<file path="src/hdl/dgr_map.vh">
// register offsets, field positions and reset values of the deflection bank
`ifndef DGR_MAP_VH
`define DGR_MAP_VH
`define DGR_OFS_HORIZONTAL_POSITION 8'h41
`define DGR_OFS_HCOMP 8'h42
`define DGR_OFS_PARA 8'h43
`define DGR_OFS_BOW 8'h44
`define DGR_OFS_VERTICAL_SIZE 8'h45
`define DGR_OFS_VCOMP 8'h46
`define DGR_OFS_CLIN 8'h47
`define DGR_OFS_SLIN 8'h48
`define DGR_OFS_VERTICAL_POSITION 8'h49
`define DGR_OFS_HSIZE 8'h4a
`define DGR_OFS_BULGE 8'h4b
`define DGR_OFS_UPPER 8'h4c
`define DGR_OFS_LOWER 8'h4d
`define DGR_OFS_KEYST 8'h4e
`define DGR_OFS_FOCUS 8'h4f
`define DGR_OFS_SYNC 8'h50
`define DGR_OFS_VERTICAL_BLANK_LENGTH 8'h51
// horizontal compensation control fields
`define DGR_BIT_EQREM 7
`define DGR_BIT_XRAYDIS 6
`define DGR_BIT_LDOFF 5
`define DGR_BIT_PHDIS 4
`define DGR_BIT_HVEN_N 3
`define DGR_BIT_SHIFTDIR 2
`define DGR_AMP_HI 1
`define DGR_AMP_LO 0
// sync and protect fields
`define DGR_BIT_VGDIS 5
`define DGR_BIT_SIDEDIS 4
`define DGR_BIT_VDDIS 3
`define DGR_BIT_SERVICE_LINE 2
`define DGR_BIT_FPOL 1
`define DGR_BIT_LPOL 0
// reset values
`define DGR_RST_HCOMP 8'h20
`define DGR_RST_SYNC 8'h20
`define DGR_RST_CENTER8 8'h7f
`define DGR_RST_CENTER7 8'h3f
`define DGR_RST_ZERO 8'h00
// writable bit masks
`define DGR_MASK8 8'hff
`define DGR_MASK7 8'h7f
`define DGR_MASK_SYNC 8'h3f
`endif

</file>
<file path="src/hdl/dgr_regs.v">
// deflection geometry register bank with sync, drive and blanking control
`timescale 1ns/1ps
`include "dgr_map.vh"
module dgr_regs #(
   parameter BLANK_WIDTH = 7
) (
   // clock and reset
   input wire clk,
   input wire rst,
   // register port from the serial control bus slave
   input wire regWrite,
   input wire [7:0] regAddr,
   input wire [7:0] regWdata,
   output reg [7:0] regRdata,
   output wire regHit,
   // sync, x-ray trip and flyback inputs
   input wire lineSyncIn,
   input wire frameSyncIn,
   input wire equalizerIn,
   input wire xrayTripIn,
   input wire vertFlybackOk,
   // line drive pin, open drain style
   input wire lineDriveReq,
   output wire lineDriveOut,
   output wire lineDriveOe,
   // events and status
   output wire lineSyncEdge,
   output wire frameSyncEdge,
   output wire xrayShutdown,
   output wire vertGuardBlank,
   output wire vertBlankOut,
   // horizontal settings to the analog section
   output wire [7:0] horizontalPosition,
   output wire hvCompActive,
   output wire compShiftDirection,
   output wire [1:0] compAmplitude,
   output wire [7:0] parallelogramEff,
   output wire [7:0] bowEff,
   // vertical settings
   output wire [7:0] verticalSize,
   output wire [7:0] verticalPosition,
   output wire [6:0] cLinearity,
   output wire [6:0] sLinearity,
   output wire rampRun,
   output wire [3:0] sideHvComp,
   output wire [3:0] verticalDriveComp,
   // east-west and focus settings
   output wire [6:0] horizontalSize,
   output wire [6:0] sideBulge,
   output wire [6:0] upperEdge,
   output wire [6:0] lowerEdge,
   output wire [6:0] keystone,
   output wire [6:0] focusAmplitude
);
   reg [7:0] horizontal_position_ff;
   reg [7:0] hcomp_ff;
   reg [7:0] para_ff;
   reg [7:0] bow_ff;
   reg [7:0] vertical_size_ff;
   reg [7:0] vcomp_ff;
   reg [7:0] clin_ff;
   reg [7:0] slin_ff;
   reg [7:0] vertical_position_ff;
   reg [7:0] hsize_ff;
   reg [7:0] bulge_ff;
   reg [7:0] upper_ff;
   reg [7:0] lower_ff;
   reg [7:0] keyst_ff;
   reg [7:0] focus_ff;
   reg [7:0] sync_ff;
   reg [7:0] vertical_blank_length_ff;
   reg xrayLatch_ff;
   reg [7:0] nxt_rdata;
   wire rawLineEdge;
   wire [BLANK_WIDTH-1:0] blankLines;

   // masks writes so unused positions never hold a one
   function [7:0] dgr_masked;
      input [7:0] data;
      input [7:0] mask;
      begin
         dgr_masked = data & mask;
      end
   endfunction

   // register bank, one write per selected offset
   always @(posedge clk or posedge rst) begin
      if (rst) begin
         horizontal_position_ff <= `DGR_RST_ZERO;
         hcomp_ff <= `DGR_RST_HCOMP;
         para_ff <= `DGR_RST_CENTER8;
         bow_ff <= `DGR_RST_CENTER8;
         vertical_size_ff <= `DGR_RST_ZERO;
         vcomp_ff <= `DGR_RST_ZERO;
         clin_ff <= `DGR_RST_CENTER7;
         slin_ff <= `DGR_RST_ZERO;
         vertical_position_ff <= `DGR_RST_ZERO;
         hsize_ff <= `DGR_RST_ZERO;
         bulge_ff <= `DGR_RST_ZERO;
         upper_ff <= `DGR_RST_CENTER7;
         lower_ff <= `DGR_RST_CENTER7;
         keyst_ff <= `DGR_RST_CENTER7;
         focus_ff <= `DGR_RST_ZERO;
         sync_ff <= `DGR_RST_SYNC;
         vertical_blank_length_ff <= `DGR_RST_ZERO;
      end else if (regWrite) begin
         // unmapped offsets fall to the default and change nothing
         case (regAddr)
            `DGR_OFS_HORIZONTAL_POSITION: begin
               horizontal_position_ff <= regWdata;
            end
            `DGR_OFS_HCOMP: begin
               hcomp_ff <= regWdata;
            end
            `DGR_OFS_PARA: begin
               para_ff <= regWdata;
            end
            `DGR_OFS_BOW: begin
               bow_ff <= regWdata;
            end
            `DGR_OFS_VERTICAL_SIZE: begin
               vertical_size_ff <= regWdata;
            end
            `DGR_OFS_VCOMP: begin
               vcomp_ff <= regWdata;
            end
            // 7-bit fields drop bit 7 on the way in, so it reads zero
            `DGR_OFS_CLIN: begin
               clin_ff <= dgr_masked(regWdata, `DGR_MASK7);
            end
            `DGR_OFS_SLIN: begin
               slin_ff <= dgr_masked(regWdata, `DGR_MASK7);
            end
            `DGR_OFS_VERTICAL_POSITION: begin
               vertical_position_ff <= regWdata;
            end
            `DGR_OFS_HSIZE: begin
               hsize_ff <= dgr_masked(regWdata, `DGR_MASK7);
            end
            `DGR_OFS_BULGE: begin
               bulge_ff <= dgr_masked(regWdata, `DGR_MASK7);
            end
            `DGR_OFS_UPPER: begin
               upper_ff <= dgr_masked(regWdata, `DGR_MASK7);
            end
            `DGR_OFS_LOWER: begin
               lower_ff <= dgr_masked(regWdata, `DGR_MASK7);
            end
            `DGR_OFS_KEYST: begin
               keyst_ff <= dgr_masked(regWdata, `DGR_MASK7);
            end
            `DGR_OFS_FOCUS: begin
               focus_ff <= dgr_masked(regWdata, `DGR_MASK7);
            end
            `DGR_OFS_SYNC: begin
               sync_ff <= dgr_masked(regWdata, `DGR_MASK_SYNC);
            end
            `DGR_OFS_VERTICAL_BLANK_LENGTH: begin
               vertical_blank_length_ff <= dgr_masked(regWdata, `DGR_MASK7);
            end
            default: begin
            end
         endcase
      end
   end

   // read mux; unmapped offsets read zero and regHit stays low
   always @* begin
      case (regAddr)
         `DGR_OFS_HORIZONTAL_POSITION: begin
            nxt_rdata = horizontal_position_ff;
         end
         `DGR_OFS_HCOMP: begin
            nxt_rdata = hcomp_ff;
         end
         `DGR_OFS_PARA: begin
            nxt_rdata = para_ff;
         end
         `DGR_OFS_BOW: begin
            nxt_rdata = bow_ff;
         end
         `DGR_OFS_VERTICAL_SIZE: begin
            nxt_rdata = vertical_size_ff;
         end
         `DGR_OFS_VCOMP: begin
            nxt_rdata = vcomp_ff;
         end
         `DGR_OFS_CLIN: begin
            nxt_rdata = clin_ff;
         end
         `DGR_OFS_SLIN: begin
            nxt_rdata = slin_ff;
         end
         `DGR_OFS_VERTICAL_POSITION: begin
            nxt_rdata = vertical_position_ff;
         end
         `DGR_OFS_HSIZE: begin
            nxt_rdata = hsize_ff;
         end
         `DGR_OFS_BULGE: begin
            nxt_rdata = bulge_ff;
         end
         `DGR_OFS_UPPER: begin
            nxt_rdata = upper_ff;
         end
         `DGR_OFS_LOWER: begin
            nxt_rdata = lower_ff;
         end
         `DGR_OFS_KEYST: begin
            nxt_rdata = keyst_ff;
         end
         `DGR_OFS_FOCUS: begin
            nxt_rdata = focus_ff;
         end
         `DGR_OFS_SYNC: begin
            nxt_rdata = sync_ff;
         end
         `DGR_OFS_VERTICAL_BLANK_LENGTH: begin
            nxt_rdata = vertical_blank_length_ff;
         end
         default: begin
            nxt_rdata = `DGR_RST_ZERO;
         end
      endcase
   end

   // read data is registered so the bus slave sees it one cycle later
   always @(posedge clk or posedge rst) begin
      if (rst) begin
         regRdata <= `DGR_RST_ZERO;
      end else begin
         regRdata <= nxt_rdata;
      end
   end

   // the bank is one contiguous window of offsets
   assign regHit = (regAddr >= `DGR_OFS_HORIZONTAL_POSITION) &&
      (regAddr <= `DGR_OFS_VERTICAL_BLANK_LENGTH);

   // sync edge detection with selectable polarity
   dgr_edge_detect lineDet (
      .clk(clk),
      .rst(rst),
      .syncIn(lineSyncIn),
      .polarity(sync_ff[`DGR_BIT_LPOL]),
      .leadEdge(rawLineEdge)
   );

   dgr_edge_detect frameDet (
      .clk(clk),
      .rst(rst),
      .syncIn(frameSyncIn),
      .polarity(sync_ff[`DGR_BIT_FPOL]),
      .leadEdge(frameSyncEdge)
   );

   // equalizing pulses are flagged by the sync separator; drop them here
   assign lineSyncEdge = rawLineEdge &
      ~(hcomp_ff[`DGR_BIT_EQREM] & equalizerIn);

   // x-ray trip latches until reset; disable bit masks the shutdown
   always @(posedge clk or posedge rst) begin
      if (rst) begin
         xrayLatch_ff <= 1'b0;
      end else if (xrayTripIn) begin
         xrayLatch_ff <= 1'b1;
      end
   end

   assign xrayShutdown = xrayLatch_ff &
      ~hcomp_ff[`DGR_BIT_XRAYDIS];

   // line drive: released while off or shut down, the pull-up then holds it
   assign lineDriveOe = ~hcomp_ff[`DGR_BIT_LDOFF] & ~xrayShutdown;
   assign lineDriveOut = lineDriveReq;

   // horizontal settings
   assign horizontalPosition = horizontal_position_ff;
   assign hvCompActive = ~hcomp_ff[`DGR_BIT_HVEN_N];
   assign compShiftDirection = hcomp_ff[`DGR_BIT_SHIFTDIR];
   assign compAmplitude = hcomp_ff[`DGR_AMP_HI:`DGR_AMP_LO];
   // a disabled phase correction is presented as the neutral code
   assign parallelogramEff = hcomp_ff[`DGR_BIT_PHDIS] ?
      `DGR_RST_CENTER8 : para_ff;
   assign bowEff = hcomp_ff[`DGR_BIT_PHDIS] ?
      `DGR_RST_CENTER8 : bow_ff;

   // vertical settings
   assign verticalSize = vertical_size_ff;
   assign verticalPosition = vertical_position_ff;
   assign cLinearity = clin_ff[6:0];
   assign sLinearity = slin_ff[6:0];
   assign rampRun = ~sync_ff[`DGR_BIT_SERVICE_LINE];
   assign sideHvComp = sync_ff[`DGR_BIT_SIDEDIS] ?
      4'h0 : vcomp_ff[7:4];
   assign verticalDriveComp = sync_ff[`DGR_BIT_VDDIS] ?
      4'h0 : vcomp_ff[3:0];

   // guard blanks only when armed and the flyback is missing
   assign vertGuardBlank = ~sync_ff[`DGR_BIT_VGDIS] &
      ~vertFlybackOk;

   // east-west and focus
   assign horizontalSize = hsize_ff[6:0];
   assign sideBulge = bulge_ff[6:0];
   assign upperEdge = upper_ff[6:0];
   assign lowerEdge = lower_ff[6:0];
   assign keystone = keyst_ff[6:0];
   assign focusAmplitude = focus_ff[6:0];

   // vertical blanking pulse
   assign blankLines = vertical_blank_length_ff[BLANK_WIDTH-1:0];

   dgr_blank_gen #(
      .WIDTH(BLANK_WIDTH)
   ) blankGen (
      .clk(clk),
      .rst(rst),
      .frameStart(frameSyncEdge),
      .lineTick(lineSyncEdge),
      .lineCount(blankLines),
      .blankOut(vertBlankOut)
   );
endmodule

</file>
<file path="src/hdl/dgr_edge_detect.v">
// polarity-selectable sync edge detector
`timescale 1ns/1ps
module dgr_edge_detect (
   // clock and reset
   input wire clk,
   input wire rst,
   // sync
   input wire syncIn,
   input wire polarity,
   // event
   output wire leadEdge
);
   reg syncDly_ff;
   wire active;
   wire activeDly;

   always @(posedge clk or posedge rst) begin
      if (rst) begin
         syncDly_ff <= 1'b0;
      end else begin
         syncDly_ff <= syncIn;
      end
   end

   // polarity 0 means negative going pulse
   assign active = polarity ? syncIn : ~syncIn;
   assign activeDly = polarity ? syncDly_ff : ~syncDly_ff;
   assign leadEdge = active & ~activeDly;
endmodule

</file>
<file path="src/hdl/dgr_blank_gen.v">
// vertical blanking pulse timer counted in lines
`timescale 1ns/1ps
module dgr_blank_gen #(
   parameter WIDTH = 7
) (
   // clock and reset
   input wire clk,
   input wire rst,
   // events
   input wire frameStart,
   input wire lineTick,
   input wire [WIDTH-1:0] lineCount,
   // pulse
   output wire blankOut
);
   reg [WIDTH-1:0] remain_ff;
   reg blank_ff;
   reg [WIDTH-1:0] nxt_remain;
   reg nxt_blank;

   always @* begin
      nxt_remain = remain_ff;
      nxt_blank = blank_ff;
      if (frameStart) begin
         nxt_remain = lineCount;
         nxt_blank = (lineCount != {WIDTH{1'b0}});
      end else if (blank_ff && lineTick) begin
         nxt_remain = remain_ff - {{(WIDTH-1){1'b0}}, 1'b1};
         if (remain_ff == {{(WIDTH-1){1'b0}}, 1'b1}) begin
            nxt_blank = 1'b0;
         end
      end
   end

   always @(posedge clk or posedge rst) begin
      if (rst) begin
         remain_ff <= {WIDTH{1'b0}};
         blank_ff <= 1'b0;
      end else begin
         remain_ff <= nxt_remain;
         blank_ff <= nxt_blank;
      end
   end

   assign blankOut = blank_ff;
endmodule

</file>
<file path="config.mk">
export PLATFORM = sky130hd
export DESIGN_NAME = dgr_regs
export DESIGN_NICKNAME = d
export VERILOG_FILES = /design/src/hdl/dgr_regs.v /design/src/hdl/dgr_edge_detect.v /design/src/hdl/dgr_blank_gen.v
export VERILOG_INCLUDE_DIRS = /design/src /design/src/hdl
export SDC_FILE = /design/constraint.sdc
export NUM_CORES = 1
export LEC_CHECK = 0
export ABC_AREA = 1
export BUFFER_PORTS_ARGS = -buffer_cell sky130_fd_sc_hd__clkbuf_2
export CAP_MARGIN = 10
export CORE_MARGIN = 5
export CORE_UTILIZATION = 35
export CTS_CLUSTER_SIZE = 28
export DETAILED_ROUTE_END_ITERATION = 8
export HOLD_SLACK_MARGIN = 0.02
export PLACE_DENSITY_LB_ADDON = 0.3
export SYNTH_ARGS = -nofsm -noshare
export SYNTH_HDL_FRONTEND = slang
export SYNTH_SLANG_ARGS = --single-unit
</file>
<file path="constraint.sdc">
create_clock -name clk -period 6.7 [get_ports clk]
set_input_delay 0 -clock clk [delete_from_list [all_inputs] [get_ports clk]]
set_output_delay 0 -clock clk [all_outputs]
set_load 0.05 [all_outputs]
</file>
## Word level (Yosys, flattened, before mapping)

Cells that the tools add are included.

| storage, ports and cells | value |
|---|---|
| register bits | 144 |
| latch bits | 0 |
| bits in writable memories | 0 |
| ROM bits | 0 |
| output and inout bits | 125 |
| memories | 0 |

| operators by class | value |
|---|---|
| add/subtract/negate cells | 1 |
| $mul | 0 |
| div/mod/pow operators | 0 |
| magnitude comparators | 2 |
| eq/ne operators | 18 |
| shifts and indexed selects | 0 |
| multiplexer cells | 14 |
| bitwise gates (word level) | 21 |
| reduce and logical (&&, ||, !) cells | 23 |

Operators with widths:

| kind | number |
|---|---|
| $eq A8 B7 Y1 const B | 17 |
| $pmux W8 S17 | 1 |
| $reduce_and A2 Y1 | 18 |
| $mux W8 | 2 |
| $mux W7 | 2 |
| $not A1 Y1 | 14 |
| $ge A8 B7 Y1 const B | 1 |
| $le A8 B7 Y1 const B | 1 |
| $mux W4 | 2 |
| $and A1 B1 Y1 | 7 |
| $eq A7 B1 Y1 const B | 1 |
| $mux W1 | 7 |
| $reduce_bool A7 Y1 | 1 |
| $sub A7 B1 Y7 const B | 1 |
| $reduce_bool A2 Y1 | 2 |
| $logic_and A1 B1 Y1 | 2 |

## Logic depth before layout (Yosys ltp)

| depth | value |
|---|---|
| depth in word-level cells | 8 |
| mapped depth | 11 |
| mapped depth without buffers | 11 |

## Hierarchy

From an unflattened synthesis, not the netlist that was laid out.

| unflattened totals | value |
|---|---|
| cells, all modules | 867 |
| area, all modules | 7,527.2 sq um |

By module, submodules not included:

| module | instances | cells each | area an instance (sq um) | sequential area each (sq um) |
|---|---|---|---|---|
| dgr_regs | 1 | 771 | 6,864.1 | 3,403.3 |
| dgr_blank_gen | 1 | 72 | 530.5 | 200.2 |
| dgr_edge_detect | 2 | 12 | 66.3 | 25.0 |

## Least setup slack after synthesis

OpenSTA, ideal clock, no wires.

| timing | value |
|---|---|
| path type | reg2reg |
| start point | register lineDet.syncDly_ff |
| end point | register blankGen.blank_ff (netlist: blankGen.blankOut) |
| arrival time | 1.557 ns |
| data required time | 6.580 ns |
| path slack | 5.023 ns |
| cell stages (with the launch flop) | 7 |
| path buffers | 0 |
| path through | dfrtp_1 -> o21ai_0 -> nand2_1 -> nor2_1 -> nand4_1 -> nand3_1 -> nand2_1 |

| on the way | value |
|---|---|
| word-level cells in the longest chain between the ends | 8 |

RTL lines:

| element | RTL line | source |
|---|---|---|
| start: declaration | dgr_edge_detect.v:13 | `reg syncDly_ff;` |
| start signal: assignment | dgr_edge_detect.v:21 | `syncDly_ff <= syncIn;` |
| $not A1 Y1 | dgr_edge_detect.v:27 | `assign activeDly = polarity ? syncDly_ff : ~syncDly_ff;` |
| $mux W1 (*) | dgr_edge_detect.v:27 |  |
| $not A1 Y1 (*) | dgr_edge_detect.v:28 | `assign leadEdge = active & ~activeDly;` |
| $and A1 B1 Y1 (*) | dgr_edge_detect.v:28 |  |
| $and A1 B1 Y1 (*) | dgr_regs.v:258 | `assign lineSyncEdge = rawLineEdge &` |
| net lineSyncEdge | dgr_regs.v:27 | `output wire lineSyncEdge,` |
| $logic_and A1 B1 Y1 (*) | dgr_blank_gen.v:27 | `end else if (blank_ff && lineTick) begin` |
| $reduce_bool A2 Y1 (no source line) (*) | n/a |  |
| $reduce_and A2 Y1 (no source line) (*) | n/a |  |
| end signal: assignment | dgr_blank_gen.v:41 | `blank_ff <= nxt_blank;` |
| end: declaration | dgr_blank_gen.v:17 | `reg blank_ff;` |

Mark *: on every way through the listed nets, which the timed path passes. The rest lies on a longest branch.
A chain may end at the register's enable or synchronous reset.

## Worst setup path after layout

| timing | value |
|---|---|
| start point | register sync_ff[1] |
| end point | output frameSyncEdge |

| on the way | value |
|---|---|
| word-level cells in the longest chain between the ends | 3 |

RTL lines:

| element | RTL line | source |
|---|---|---|
| start: declaration | dgr_regs.v:70 | `reg [7:0] sync_ff;` |
| start signal: assignment | dgr_regs.v:104 | `` sync_ff <= `DGR_RST_SYNC; `` |
| start signal: assignment | dgr_regs.v:156 | `` sync_ff <= dgr_masked(regWdata, `DGR_MASK_SYNC); `` |
| $mux W1 | dgr_edge_detect.v:27 |  |
| $not A1 Y1 | dgr_edge_detect.v:28 |  |
| $and A1 B1 Y1 (*) | dgr_edge_detect.v:28 |  |
| end: declaration | dgr_regs.v:28 | `output wire frameSyncEdge,` |

Every way passes the cells marked *; elsewhere a longest branch is shown, timed or not.

==> summary.txt <==
Critical path
  – Data arrival, critical path: between 1500 and 2000 ps
  – Req. time, crit path: ~6700 ps
  – Worst-path fanout max: 12
  – Startpoint Class: register
  – Type of destination of the critical path: output pin
  – Worst setup startpoint: sync_ff[1]
  – R2R Path Start: sync_ff[1]
  – CP Class: register to output pin
  – Slowest-stage cell, CP: dfrtp_1
  – Slowest stage delay, CP: between 300 and 400 ps
  – Family with the most delay on the worst path: buffers and inverters
  – Buf+Inv Stages, Crit Path: 3
  – FF-to-FF setup slack: 5060 ps
  – CP Cell Sequence: inv_1 -> a21o_1 -> nand2_1 -> clkinv_1 -> clkbuf_2

Route
  – ANT nets after route: 0
  – Metal3 WL: around 1.6 mm
  – Number of DRC markers in iteration 0: slightly below 600
  – M1 WL: roughly 11 mm
  – Routed via count: 6,523
  – Met2 wire length: 11.4 mm
  – Final Routed Wirelength: roughly 24 mm
  – Routed wire per std cell: 18.6 microns
  – DR vias/cell: between 5 and 6
  – TritonRoute pass-1 iters: 5
  – Number of remaining DRC errors: 0
  – Top layer used by detailed routing: met4

Yosys
  – Mapped Cells: ~870
  – Synth Flop Type: dfrtp_1
  – Synth Area in Adders: 0.00351
  – Xor and xnor area share after synthesis: 0.00123
  – Syn Nets: 899
  – Seq/Total Area, Yosys: 0.512
  – Post-synthesis async set-or-reset flop share: 1.00
  – Main combinational cell family by area after synthesis: simple AND/OR/NAND/NOR gates
  – Post-synthesis cell type count: 35
  – FF+latch count, synth: between 100 and 150
  – Number of flops mapped to enable cells by yosys: 0
  – Area of the mapped netlist: around 7100 sq um
  – Ys Warns: 0
  – Syn avg cell area: roughly 8.2 sq um
  – Mux cell area share after synthesis: 0
  – Simple-Gate Fraction of Synth Area: 0.315
  – Complex-gate fraction of the synthesized area: 0.106

Status
  – Status: completed

Clock network
  – Htree depth: 4
  – Clock slew at reported path FFs: about 60 ps
  – Clk sinks: 144
  – CTS Buffer Depth: 2
  – CTS tree: yes
  – CTS Buf Count: 17
  – Clk_lat worst skew: between 400 and 500 ps
  – Clk root buf: clkbuf_16
  – Post-cts repair resize count: 0

STA
  – Final Cycle Share: 0.285
  – Worst-margin pin slew: between 900 and 1000 ps
  – Slew Limit Fails: 0
  – RSZ-0062 raised after global routing: false
  – Post-route minimum period: 1910 ps
  – Fmax: approximately 0.52 GHz
  – Worst slew margin: 0.379
  – Final hold violation count: 0
  – TNS Setup: 0 ps
  – Final setup viols: 0
  – Skew final: 8.80 ps

Worst hold path
  – Worst hold path class: input pin to register
  – HP Start: equalizerIn

Place
  – Dpl hpwl: around 17 mm
  – Port bufs: between 100 and 150
  – Placed cell count: ~1,300
  – GPL Wtd Cong: roughly 0.85

Floorplanning
  – I/O pins: 150
  – Die area: 23,300 sq um
  – DIE WIDTH: roughly 150 microns
  – CORE AREA: a little over 20,000 sq um
  – Starting Density: 0.354
  – Die Span Y: 153 microns
  – Placement Rows: 52

Power and ir drop
  – Clock power frac: 0.426
  – Sw frac: 0.314
  – Psw: between 700 and 800 uW
  – VDD IR max: 0.156 mV
  – Combinational fraction of design power: 0.155
  – Int Pwr: 1600 uW
  – Sequential share of power: 0.419
  – Power density cells: 267 nW/um^2
  – P_leak: 0.00430 uW

Cells and area
  – N_diodes: 0
  – Final net count: 1,038
  – Final std cells w/o fill: between 1,000 and 1,500
  – Layout area overhead: 22.5%
  – Proportion of layout cells with a drive suffix above 1: 0.278
  – Fill count: between 2,000 and 2,500

GRT
  – Vias in the first global route: 6,278
  – Total Routing Usage GR: 0.206
  – Largest net degree at the start of global routing: 92
  – Antenna violations before repair: 0
  – Global route overflow: 0
  – First-pass GRT wire length: ~37 mm

Job
  – Maxcap violations: 0
-- layout make-up --
cell class / instances / area (sq um) / area share
Clock buffer: 17 / 425 / 0.0487
Clock inverter: 15 / 185 / 0.0212
Inverter: 60 / 230 / 0.0263
Multi-Input combinational cell: 627 / 3040 / 0.348
Sequential cell: 144 / 3650 / 0.418
Tap cell: 270 / 338 / 0.0387
Timing Repair Buffer: 161 / 868 / 0.0994
-- per-layer routing --
metal,global-route usage,up-vias
met3,0.0446,35
met2,0.332,260
li1,-,3148
met5,0,-
met1,0.281,3080
met4,0.0590,0
-- worst min-delay path: stages --
cell      delay [ps]
clkbuf_2          80
nand2_1           70
nand2_1           90
nor3_1            90
nand4_1           90
nand3_1           60
-- synth_stat cells, drive strengths merged (2+ instances only) --
cell / instances / area share
nand2: 246 / 0.14
o21ai: 140 / 0.098
nand3: 122 / 0.089
dfrtp: 104 / 0.36
nor2: 74 / 0.055
inv: 59 / 0.031
dfstp: 40 / 0.15
buf: 31 / 0.025
or2: 15 / 0.013
clkbuf: 10 / 0.0053
nor3: 9 / 0.011
nand4: 8 / 0.0070
a21oi: 3 / 0.0021
ha: 2 / 0.0035
o21a: 2 / 0.0021
-- placed cells by master (no fill, tap or decap), drive strengths merged, types with 9 or more instances in the layout --
master       netlist  final
dfstp             40     40
nor2              74     74
nand2            246    246
clkbuf            10    164
inv               59     62
dfrtp            104    104
dlygate4sd3        0     11
nor3               9      9
o21ai            140    140
nand3            122    122
or2               15     15
-- power by group through the flow --
stage	registers [uW]	logic [uW]	clock network (uW)
6_report	977	361	991
5_1_grt	982	391	1030
4_1_cts	976	364	998
3_5_place_dp	991	357	0
3_3_place_gp	992	352	0
2_1_floorplan	1060	185	0
-- state kept, by name (all words and copies together) (netlist names), 6 cells and up --
| name | flops |
|---|---|
| bow_ff | 8 |
| hcomp_ff | 8 |
| horizontalPosition | 8 |
| para_ff | 8 |
| regRdata | 8 |
| vcomp_ff | 8 |
| verticalPosition | 8 |
| verticalSize | 8 |
| blankGen.remain_ff | 7 |
| bulge_ff | 7 |
| clin_ff | 7 |
| focus_ff | 7 |
| hsize_ff | 7 |
| keyst_ff | 7 |
| lower_ff | 7 |
| slin_ff | 7 |
| upper_ff | 7 |
| vertical_blank_length_ff | 7 |
| sync_ff | 6 |
-- through the flow --
step | hold slack (ps) | cell area [sq um] | utilization | power, uW | worst slack, ps
floorplan | 31.4 | 7130 | - | 1240 | 2900
global placement | 0.589 | 8020 | 0.397 | 1340 | 4690
detailed placement | 0.589 | 8020 | 0.397 | 1350 | 4640
CTS | 119 | 8740 | 0.433 | 2340 | 4780
global route | 148 | 8740 | 0.433 | 2410 | 4630
finish | 110 | 8740 | 0.433 | 2330 | 4790
-- kinds of logic after synthesis --
kind of cell             count (synthesis)
AND/OR/NAND/NOR                        476
XOR/XNOR                                 1
buffers and inverters                  101
adder cells (fa/ha/maj)                  2
flip-flops                             144
AO/OA/AOI/OAI                          148
-- what timing repair did --
action                                 in CTS  in global routing
endpoints found under the hold margin      82                  0
hold buffers                               11                  0
buffers inserted                            0                  0
-- final timing paths --
path / cells after the start / end
max in group asynchronous: 4 / verticalPosition[3]
max: 5 / frameSyncEdge
min in group asynchronous: 3 / focus_ff[3]
min reg2reg: 1 / xrayLatch_ff
max reg2reg: 8 / blankGen.remain_ff[1]
min: 6 / blankGen.remain_ff[6]
(Power assumes the default switching activity.)
